## src/core/tx_clk_pkg.sv

```systemverilog
// Package: register map, field positions, reset values and level codes
package tx_clk_pkg;
   // ==========================================================
   // Register byte offsets
   localparam logic [3:0] ctrl_offset = 4'h0;
   localparam logic [3:0] status_offset = 4'h4;
   localparam logic [3:0] phase_offset = 4'h8;
   localparam logic [3:0] period_offset = 4'hC;
   // ==========================================================
   // Control field positions
   localparam int ctrl_src_bit = 0;
   localparam int ctrl_rate_bit = 1;
   localparam int ctrl_rx_src_bit = 2;
   localparam int ctrl_align_rst_bit = 3;
   localparam logic [3:0] ctrl_reset_value = 4'h8;
   // ==========================================================
   // Status field positions
   localparam int status_mode_lsb = 0;
   localparam int status_align_bit = 4;
   localparam int status_ignore_bit = 5;
   // ==========================================================
   // Three-level codes and mode count
   localparam logic [1:0] level_low = 2'h0;
   localparam logic [1:0] level_mid = 2'h1;
   localparam logic [1:0] level_high = 2'h2;
   localparam logic [3:0] mode_count = 4'h9;
   localparam logic [3:0] level_radix = 4'h3;
   // ==========================================================
   // Clock
   localparam int mclk_hz = 40000000;
endpackage

```

## src/core/three_level_resolve.sv

```systemverilog
// Resolves three-level select pins into LOW, MID or HIGH codes
`timescale 1ns/10ps
module three_level_resolve #(
   parameter int N = 2
) (
   // Pin sense: high sense is pulled to supply, low sense to ground
   input wire logic [N-1:0] sense_high,
   input wire logic [N-1:0] sense_low,
   // Resolved codes, two bits per pin
   output logic [2*N-1:0] level
);
   // ==========================================================
   // Per-pin decode
   genvar i;
   generate
      for (i = 0; i < N; i++) begin : g_pin
         // Floating or contradictory sense self-biases to MID
         always_comb begin
            if (sense_high[i] && !sense_low[i]) begin
               level[2*i+1:2*i] = tx_clk_pkg::level_high;
            end else if (sense_low[i] && !sense_high[i]) begin
               level[2*i+1:2*i] = tx_clk_pkg::level_low;
            end else begin
               level[2*i+1:2*i] = tx_clk_pkg::level_mid;
            end
         end
      end
   endgenerate
endmodule

```

## src/core/char_clock_gen.sv

```systemverilog
// Reference edge detection and character-rate clock synthesis
`timescale 1ns/10ps
module char_clock_gen #(
   parameter int CNT_W = 16
) (
   // Clock and reset
   input wire logic mclk,
   input wire logic rstn,
   // Reference and rate
   input wire logic ref_level,
   input wire logic rate_half,
   // Events and clocks
   output logic ref_rise,
   output logic ref_fall,
   output logic char_tick,
   output logic synth_clk,
   output logic [CNT_W-1:0] half_period
);
   logic ref_q_reg;
   logic [CNT_W-1:0] cnt_reg;
   logic [CNT_W-1:0] half_reg;
   logic synth_reg;

   // ==========================================================
   // Edge events
   assign ref_rise = ref_level && !ref_q_reg;
   assign ref_fall = !ref_level && ref_q_reg;
   // Half rate: one character per reference edge, both edges
   assign char_tick = ref_rise || (rate_half && ref_fall);
   assign synth_clk = synth_reg;
   assign half_period = half_reg;

   always_ff @(posedge mclk or negedge rstn) begin
      if (!rstn) begin
         ref_q_reg <= 1'b0;
      end else begin
         ref_q_reg <= ref_level;
      end
   end

   // ==========================================================
   // Half-period tracking, needed to place the mid-cycle fall
   always_ff @(posedge mclk or negedge rstn) begin
      if (!rstn) begin
         cnt_reg <= '0;
         half_reg <= '0;
      end else if (ref_rise || ref_fall) begin
         cnt_reg <= '0;
         half_reg <= cnt_reg;
      end else begin
         cnt_reg <= cnt_reg + 1'b1;
      end
   end

   // ==========================================================
   // Synthesized clock: one period per character, so bit rate / 10
   // Rises on char_tick at reference edges, so phase tied to the reference
   always_ff @(posedge mclk or negedge rstn) begin
      if (!rstn) begin
         synth_reg <= 1'b0;
      end else if (char_tick) begin
         synth_reg <= 1'b1;
      end else if (rate_half && cnt_reg == (half_reg >> 1)) begin
         synth_reg <= 1'b0;
      end else if (!rate_half && ref_fall) begin
         synth_reg <= 1'b0;
      end
   end
endmodule

```

## src/core/tx_clock_source_and_rate_select.sv

```systemverilog
// Transmit clock source, rate and mode selection with register access
// Behaviour
// Source LOW: reference rising edge loads inputs
// Source HIGH: input clock rising edge loads
// Synth clock at reference or double rate
// Synth clock equals bit clock over ten
// Synth clock has no fixed reference phase; code raises it on char_tick at reference edges
// Rate HIGH multiplies by twenty, LOW ten
// Reference-clocked receive outputs follow reference
// Outside input clock frequency-coherent with synth
// Phase adjusts while reset LOW, holds HIGH
// Two three-level mode pins give nine modes
// Half rate: sample on both reference edges
// Three-level pins resolve, floating means MID
// Outside holds phase reset LOW long enough
// Phase reset ignored when source, rate LOW
// Selects stay static while path operates
`timescale 1ns/10ps
module tx_clock_source_and_rate_select #(
   parameter int CHANNELS = 4,
   parameter int CHAR_W = 10,
   parameter int CNT_W = 16
) (
   // Clock and reset
   input wire logic mclk,
   input wire logic rstn,
   // Avalon-MM slave
   input wire logic [3:0] address,
   input wire logic read,
   input wire logic write,
   input wire logic [31:0] writedata,
   output logic [31:0] readdata,
   output logic waitrequest,
   // Clock pins
   input wire logic reference_clock_in,
   input wire logic tx_channel_input_clock,
   // Three-level mode pins
   input wire logic [1:0] mode_sense_high,
   input wire logic [1:0] mode_sense_low,
   // Transmit characters in and out
   input wire logic [CHANNELS*CHAR_W-1:0] tx_data_in,
   output logic [CHANNELS*CHAR_W-1:0] tx_char_out,
   output logic tx_char_strobe,
   // Generated clocks and mode
   output logic tx_synth_clock_out,
   output logic rx_clock_out_first,
   output logic rx_clock_out_second,
   output logic [3:0] tx_operating_mode_select
);
   // ==========================================================
   // Bus registers
   logic [3:0] ctrl_reg;
   logic waitrequest_reg;
   logic [31:0] readdata_reg;

   // ==========================================================
   // Transmit path registers
   logic in_clk_q_reg;
   logic [CHANNELS*CHAR_W-1:0] hold_reg;
   logic [CHANNELS*CHAR_W-1:0] char_out_reg;
   logic strobe_reg;

   // ==========================================================
   // Alignment and mode registers
   logic [CNT_W-1:0] phase_cnt_reg;
   logic [CNT_W-1:0] phase_offset_reg;
   logic [3:0] mode_reg;

   // ==========================================================
   // Receive clock registers
   logic rx_first_reg;
   logic rx_second_reg;

   // ==========================================================
   // Control fields
   logic tx_clock_source_select;
   logic tx_pll_rate_select;
   logic rx_clock_source_select;
   logic tx_phase_align_reset;

   // ==========================================================
   // Reference events
   logic ref_rise;
   logic ref_fall;
   logic ref_edge;
   logic char_tick;
   logic synth_clk;
   logic [CNT_W-1:0] half_period;

   // ==========================================================
   // Decode
   logic [3:0] mode_level;
   logic [3:0] mode_next;
   logic mode_valid;
   logic in_clk_rise;
   logic load_tick;
   logic align_ignore;
   logic align_active;

   // ==========================================================
   // Bus decode
   logic access;
   logic write_hit;
   logic read_hit;
   logic [31:0] status_word;
   logic [31:0] read_value;

   // ==========================================================
   // Control fields
   assign tx_clock_source_select = ctrl_reg[tx_clk_pkg::ctrl_src_bit];
   assign tx_pll_rate_select = ctrl_reg[tx_clk_pkg::ctrl_rate_bit];
   assign rx_clock_source_select = ctrl_reg[tx_clk_pkg::ctrl_rx_src_bit];
   assign tx_phase_align_reset = ctrl_reg[tx_clk_pkg::ctrl_align_rst_bit];

   // ==========================================================
   // Reference edges and synthesized character clock
   char_clock_gen #(
      .CNT_W(CNT_W)
   ) u_char_clock (
      .mclk(mclk),
      .rstn(rstn),
      .ref_level(reference_clock_in),
      .rate_half(tx_pll_rate_select),
      .ref_rise(ref_rise),
      .ref_fall(ref_fall),
      .char_tick(char_tick),
      .synth_clk(synth_clk),
      .half_period(half_period)
   );

   assign tx_synth_clock_out = synth_clk;

   // ==========================================================
   // Mode pin resolution
   three_level_resolve #(
      .N(2)
   ) u_mode_resolve (
      .sense_high(mode_sense_high),
      .sense_low(mode_sense_low),
      .level(mode_level)
   );

   // Base-three combination of two pins gives the nine modes
   assign mode_next = mode_level[3:2] * tx_clk_pkg::level_radix
      + {2'h0, mode_level[1:0]};

   // Out-of-range codes cannot occur, the guard keeps the index legal
   assign mode_valid = mode_next < tx_clk_pkg::mode_count;

   // ==========================================================
   // Transmit mode register
   always_ff @(posedge mclk or negedge rstn) begin
      if (!rstn) begin
         mode_reg <= 4'h0;
      end else if (mode_valid) begin
         mode_reg <= mode_next;
      end
   end

   assign tx_operating_mode_select = mode_reg;

   // ==========================================================
   // Input clock source selection
   always_ff @(posedge mclk or negedge rstn) begin
      if (!rstn) begin
         in_clk_q_reg <= 1'b0;
      end else begin
         in_clk_q_reg <= tx_channel_input_clock;
      end
   end

   assign ref_edge = ref_rise || ref_fall;
   // Input clock is trusted to be coherent with the synth clock
   assign in_clk_rise = tx_channel_input_clock && !in_clk_q_reg;
   always_comb begin
      if (tx_clock_source_select) begin
         load_tick = in_clk_rise;
      end else if (tx_pll_rate_select) begin
         load_tick = ref_edge;
      end else begin
         load_tick = ref_rise;
      end
   end

   // ==========================================================
   // Channel input and output registers
   genvar ch;
   generate
      for (ch = 0; ch < CHANNELS; ch++) begin : g_chan
         always_ff @(posedge mclk or negedge rstn) begin
            if (!rstn) begin
               hold_reg[ch*CHAR_W +: CHAR_W] <= '0;
            end else if (load_tick) begin
               hold_reg[ch*CHAR_W +: CHAR_W] <=
                  tx_data_in[ch*CHAR_W +: CHAR_W];
            end
         end
         // Transfer to the character-rate side, one character late
         always_ff @(posedge mclk or negedge rstn) begin
            if (!rstn) begin
               char_out_reg[ch*CHAR_W +: CHAR_W] <= '0;
            end else if (char_tick) begin
               char_out_reg[ch*CHAR_W +: CHAR_W] <=
                  hold_reg[ch*CHAR_W +: CHAR_W];
            end
         end
      end
   endgenerate

   // ==========================================================
   // Character strobe
   always_ff @(posedge mclk or negedge rstn) begin
      if (!rstn) begin
         strobe_reg <= 1'b0;
      end else begin
         strobe_reg <= char_tick;
      end
   end

   assign tx_char_out = char_out_reg;
   assign tx_char_strobe = strobe_reg;

   // ==========================================================
   // Phase alignment between input clock and character clock
   assign align_ignore = !tx_clock_source_select
      && !tx_pll_rate_select;
   assign align_active = !align_ignore && !tx_phase_align_reset;

   always_ff @(posedge mclk or negedge rstn) begin
      if (!rstn) begin
         phase_cnt_reg <= '0;
      end else if (char_tick) begin
         phase_cnt_reg <= '0;
      end else begin
         phase_cnt_reg <= phase_cnt_reg + 1'b1;
      end
   end

   // Offset only moves during alignment, data loading carries on unchanged
   // Limitation: offset is only reported, the data path ignores it
   always_ff @(posedge mclk or negedge rstn) begin
      if (!rstn) begin
         phase_offset_reg <= '0;
      end else if (align_active && in_clk_rise) begin
         phase_offset_reg <= phase_cnt_reg;
      end
   end

   // ==========================================================
   // Receive clock outputs in reference-clocked mode
   // Second output lags one cycle to give a choice of timing
   always_ff @(posedge mclk or negedge rstn) begin
      if (!rstn) begin
         rx_first_reg <= 1'b0;
      end else if (!rx_clock_source_select) begin
         rx_first_reg <= reference_clock_in;
      end else begin
         rx_first_reg <= 1'b0;
      end
   end

   always_ff @(posedge mclk or negedge rstn) begin
      if (!rstn) begin
         rx_second_reg <= 1'b0;
      end else if (!rx_clock_source_select) begin
         rx_second_reg <= rx_first_reg;
      end else begin
         rx_second_reg <= 1'b0;
      end
   end

   assign rx_clock_out_first = rx_first_reg;
   assign rx_clock_out_second = rx_second_reg;

   // ==========================================================
   // Avalon-MM slave, one wait cycle per access
   assign access = (read || write) && waitrequest_reg;
   assign read_hit = read && access;
   assign write_hit = write && !waitrequest_reg
      && address == tx_clk_pkg::ctrl_offset;

   // ==========================================================
   // Bus wait state
   // Registered answer costs a cycle but keeps bus paths short
   always_ff @(posedge mclk or negedge rstn) begin
      if (!rstn) begin
         waitrequest_reg <= 1'b1;
      end else if (!waitrequest_reg) begin
         waitrequest_reg <= 1'b1;
      end else if (read || write) begin
         waitrequest_reg <= 1'b0;
      end
   end

   // ==========================================================
   // Control register
   // Settings are meant to stay static while the path runs
   always_ff @(posedge mclk or negedge rstn) begin
      if (!rstn) begin
         ctrl_reg <= tx_clk_pkg::ctrl_reset_value;
      end else if (write_hit) begin
         ctrl_reg <= writedata[3:0];
      end
   end

   // ==========================================================
   // Status word and read data
   always_comb begin
      status_word = 32'h0;
      status_word[tx_clk_pkg::status_mode_lsb +: 4] = mode_reg;
      status_word[tx_clk_pkg::status_align_bit] = align_active;
      status_word[tx_clk_pkg::status_ignore_bit] = align_ignore;
   end

   always_comb begin
      read_value = 32'h0;
      case (address)
         tx_clk_pkg::ctrl_offset: begin
            read_value[3:0] = ctrl_reg;
         end
         tx_clk_pkg::status_offset: begin
            read_value = status_word;
         end
         tx_clk_pkg::phase_offset: begin
            read_value[CNT_W-1:0] = phase_offset_reg;
         end
         tx_clk_pkg::period_offset: begin
            read_value[CNT_W-1:0] = half_period;
         end
         default: begin
            read_value = 32'h0;
         end
      endcase
   end

   always_ff @(posedge mclk or negedge rstn) begin
      if (!rstn) begin
         readdata_reg <= 32'h0;
      end else if (read_hit) begin
         readdata_reg <= read_value;
      end
   end

   // ==========================================================
   // Bus outputs
   assign readdata = readdata_reg;
   assign waitrequest = waitrequest_reg;
endmodule

```

## config.mk

```make
export PLATFORM = sky130hd
export DESIGN_NAME = tx_clock_source_and_rate_select
export DESIGN_NICKNAME = d
export VERILOG_FILES = /design/src/core/tx_clk_pkg.sv /design/src/core/three_level_resolve.sv /design/src/core/char_clock_gen.sv /design/src/core/tx_clock_source_and_rate_select.sv
export SDC_FILE = /design/constraint.sdc
export NUM_CORES = 1
export LEC_CHECK = 0
export BUFFER_PORTS_ARGS = -buffer_cell sky130_fd_sc_hd__buf_2
export CAP_MARGIN = 10
export CORE_UTILIZATION = 47
export DETAILED_ROUTE_END_ITERATION = 6
export GPL_TIMING_DRIVEN = 0
export HOLD_SLACK_MARGIN = 0.02
export PLACE_DENSITY_LB_ADDON = 0.12
export SYNTH_ARGS = -nofsm -noshare
export SYNTH_HDL_FRONTEND = slang
export SYNTH_HIERARCHICAL = 1
export SYNTH_SLANG_ARGS = --single-unit
```

## constraint.sdc

```tcl
create_clock -name mclk -period 2.2 [get_ports mclk]
set_input_delay 0.44 -clock mclk [delete_from_list [all_inputs] [get_ports mclk]]
set_output_delay 0.44 -clock mclk [all_outputs]
set_load 0.05 [all_outputs]
```

==> metrics.yaml <==
clocking:
  cts_tree: "built"
  clock-sinks: 175
  htree_levels: 4
  clk_pin_slew_worst_paths_ns: 0.07
  post-cts-setup-buffer-count: 0
  insertion_delay_ns: 0.44
  cts_root_buffer: "clkbuf_16"
  cts_buffers: 17
  cts_buffer_depth: 2
worst_setup_path:
  critPathSlowestCell: "fa_2"
  worst-r2r-cell-count: 6
  rr_startpoint: "u_char_clock/ref_q_reg$_DFF_PN0_"
  critPathMostFrequentCell: "inv_2"
  crit_end: "tx_operating_mode_select[1]$_DFFE_PN0N_"
  max_stage_delay_ns: 0.56
  reg2reg_slack_ns: 0.19
  cp-start-kind: "input pin"
  required_ns: 2.53
  critPathArrivalTime_ns: 2.43
  critPathMaxFanout: 4
  crit_path_cell_trace: "buf_4 -> inv_12 -> ha_4 -> inv_2 -> fa_1 -> inv_1 -> ha_2 -> inv_2 -> fa_2 -> a21oi_1 -> o22a_1"
  startpoint: "mode_sense_low[1]"
  path_class: "input pin to register"
  cp-end-kind: "register"
  timing.rr.end: "tx_char_out[39]$_DFFE_PN0P_"
synth:
  ys_ff_latch: 175
  synth_cell_type_count: 52
  syn_inst: 574
  yosysWarnings: 6
  synth.cell_area_sq_um: 7630
  syn_area_per_cell_sq_um: 13.3
  synth-seq-area-share_pct: 57.4
sta:
  finalHoldViolCount: 0
  worst_pin_slew_ns: 0.649
  skew_ns: 0.0261
  rsz0062_at_grt: "no"
  period_share_pct: 95.5
  drv_slew: 0
  setup_viol: 0
  layout_setup_ws_ns: 0.0980
  maxSlewHeadroom_pct: 56.7
  fin_crit_ns: 2.10
  fmax_mhz: 476
power_and_ir_drop:
  p_leak_nw: 4.45
  total_power_mw: 10.4
  p_per_area_nw_per_um2: 1140
  vdd_ir_drop_max_mv: 0.959
die:
  die_area_sq_um: 16700
  die_x_microns: 129
  io_pins: 167
  die_h_microns: 129
  start_util_pct: 48.0
  coreArea_sq_um: 15900
  rows: 46
final_layout:
  final_common_cell: "dfrtp_1"
  fin_nets: 826
  diodes: 0
  fillers: 1387
  mostFrequentLayoutCells: "dfrtp_1 (173), buf_2 (130), mux2_2 (124)"
  drive_above_1_share_pct: 44.1
  area_growth_pct: 20.3
  final_area_sq_um: 9180
hold_path:
  hp-class: "input pin to register"
global_routing:
  antenna_found_initial: 0
  overflow: 0
  grt_pass1_wl_mm: 25.4
  gr-usage-all-layers_pct: 19.9
  grt_pass1_vias: 5078
  grt_max_degree: 129
routing:
  firstDrtPassIters: 4
  vias: 4856
  drc: 0
  drt-initial-drc-count: 159
  wire_per_inst_microns: 16.0
  viasPerCell: 5.07
  routed_wl_mm: 15.3
  antenna_left: 0
outcome:
  outcome: "finished, final reports clean"
place:
  dpl_cell_area_sq_um: 8620
  dp_hpwl_mm: 11.2
  gp_congestion: 0.823
  port_buffers: 120
  post-place-ws_ns: -0.410
flow_run:
  cap_violations: 0
## Yosys cell counts, drive strengths merged
cell / count / area, sq um
a22oi: 4 / 30.0
nand2: 23 / 86.3
nand3: 11 / 65.1
a21boi: 2 / 15.0
o21ai: 22 / 110
nor4: 11 / 96.3
mux2i: 11 / 110
a32oi: 4 / 35.0
a211oi: 1 / 7.51
clkbuf: 7 / 26.3
a21oi: 11 / 55.1
buf: 31 / 195
dfrtp: 173 / 4330
nor3: 6 / 35.0
o22a: 2 / 17.5
o21bai: 1 / 7.51
a31oi: 1 / 6.26
nand4b: 1 / 8.76
nor2b: 8 / 50.1
xor2: 24 / 210
o21ba: 1 / 10.0
nand2b: 3 / 18.8
conb: 1 / 3.75
inv: 14 / 52.6
a21o: 1 / 7.51
or4: 4 / 30.0
a22o: 2 / 17.5
dfstp: 2 / 52.6
xnor2: 5 / 43.8
mux2: 124 / 1400
or3: 5 / 33.8
and2: 13 / 81.3
or4bb: 1 / 11.3
nor4b: 1 / 15.0
o31ai: 4 / 30.0
nor4bb: 1 / 10.0
ha: 8 / 100
nand4: 8 / 86.3
fa: 2 / 40.0
a31o: 1 / 8.76
nor2: 17 / 63.8
a32o: 2 / 20.0
## critical path, delay by kind of cell
family                   cells  cell delay [ns]
buffers and inverters        5             0.31
adder cells (fa/ha/maj)      4             1.45
AO/OA/AOI/OAI                2             0.23
## power by group
group | internal (mW) | total [mW] | switching [mW]
sequential | 3.96 | 4.40 | 0.434
clock | 1.50 | 2.77 | 1.28
combinational | 1.08 | 3.25 | 2.17
## metal layers
metal	vias up	part of all wire (%)	global-route usage (%)
met2	109	50	32.9
met3	14	5.9	6.73
met5	-	0	0
met1	2419	43	24.0
met4	0	1.2	7.73
li1	2314	-	-
## per-stage QoR
stage | utilization [%] | TNS, ns | hold WS (ns) | instances
2_1_floorplan | - | -0.278 | 0.144 | 589
3_3_place_gp | 54.1 | -335.39 | 0.464 | 925
3_5_place_dp | 54.3 | -3.78 | 0.365 | 926
4_1_cts | 57.8 | 0 | 0.116 | 958
5_1_grt | 57.8 | 0 | 0.120 | 958
6_report | 57.8 | 0 | 0.130 | 958
## worst min-delay path by stage
stage / slack, ns / end / depth (start not counted) / from
CTS: 0.12 / in_clk_q_reg$_DFF_PN0_ / 1 / tx_channel_input_clock
detailed placement: 0.36 / readdata[11]$_DFFE_PN0P_ / 1 / rstn
global placement: 0.46 / readdata[13]$_DFFE_PN0P_ / 2 / readdata[13]$_DFFE_PN0P_
floorplan: 0.14 / ctrl_reg[0]$_DFFE_PN0P_ / 0 / rstn
global route: 0.12 / in_clk_q_reg$_DFF_PN0_ / 1 / tx_channel_input_clock
finish: 0.13 / in_clk_q_reg$_DFF_PN0_ / 1 / tx_channel_input_clock
## cell families after synthesis
logic type,Yosys count,synth area share [%]
buffers and inverters,52,3.59
adders and majority gates,10,1.84
and+or+nand+nor,113,9.07
other,1,0.0491
AOI/OAI and AO/OA,59,4.95
xor gates and xnor gates,29,3.33
muxes,135,19.7
DFF,175,57.4
## cell type report
class | instances | area, sq um | share of cell area (%)
Sequential cell | 175 | 4380 | 47.7
Multi-Input combinational cell | 362 | 3050 | 33.2
Timing Repair Buffer | 122 | 651 | 7.09
Clock buffer | 19 | 443 | 4.82
Tap cell | 216 | 270 | 2.94
Buffer | 38 | 223 | 2.43
Clock inverter | 12 | 98.8 | 1.08
Inverter | 14 | 65.1 | 0.709
## timing repair
action	4_1_cts	5_1_grt
hold buffers	1	0
resized for setup	0	4
endpoints found under the setup margin	0	12
endpoints found under the hold margin	46	0
Note: power is estimated with default switching activity, not from simulation.
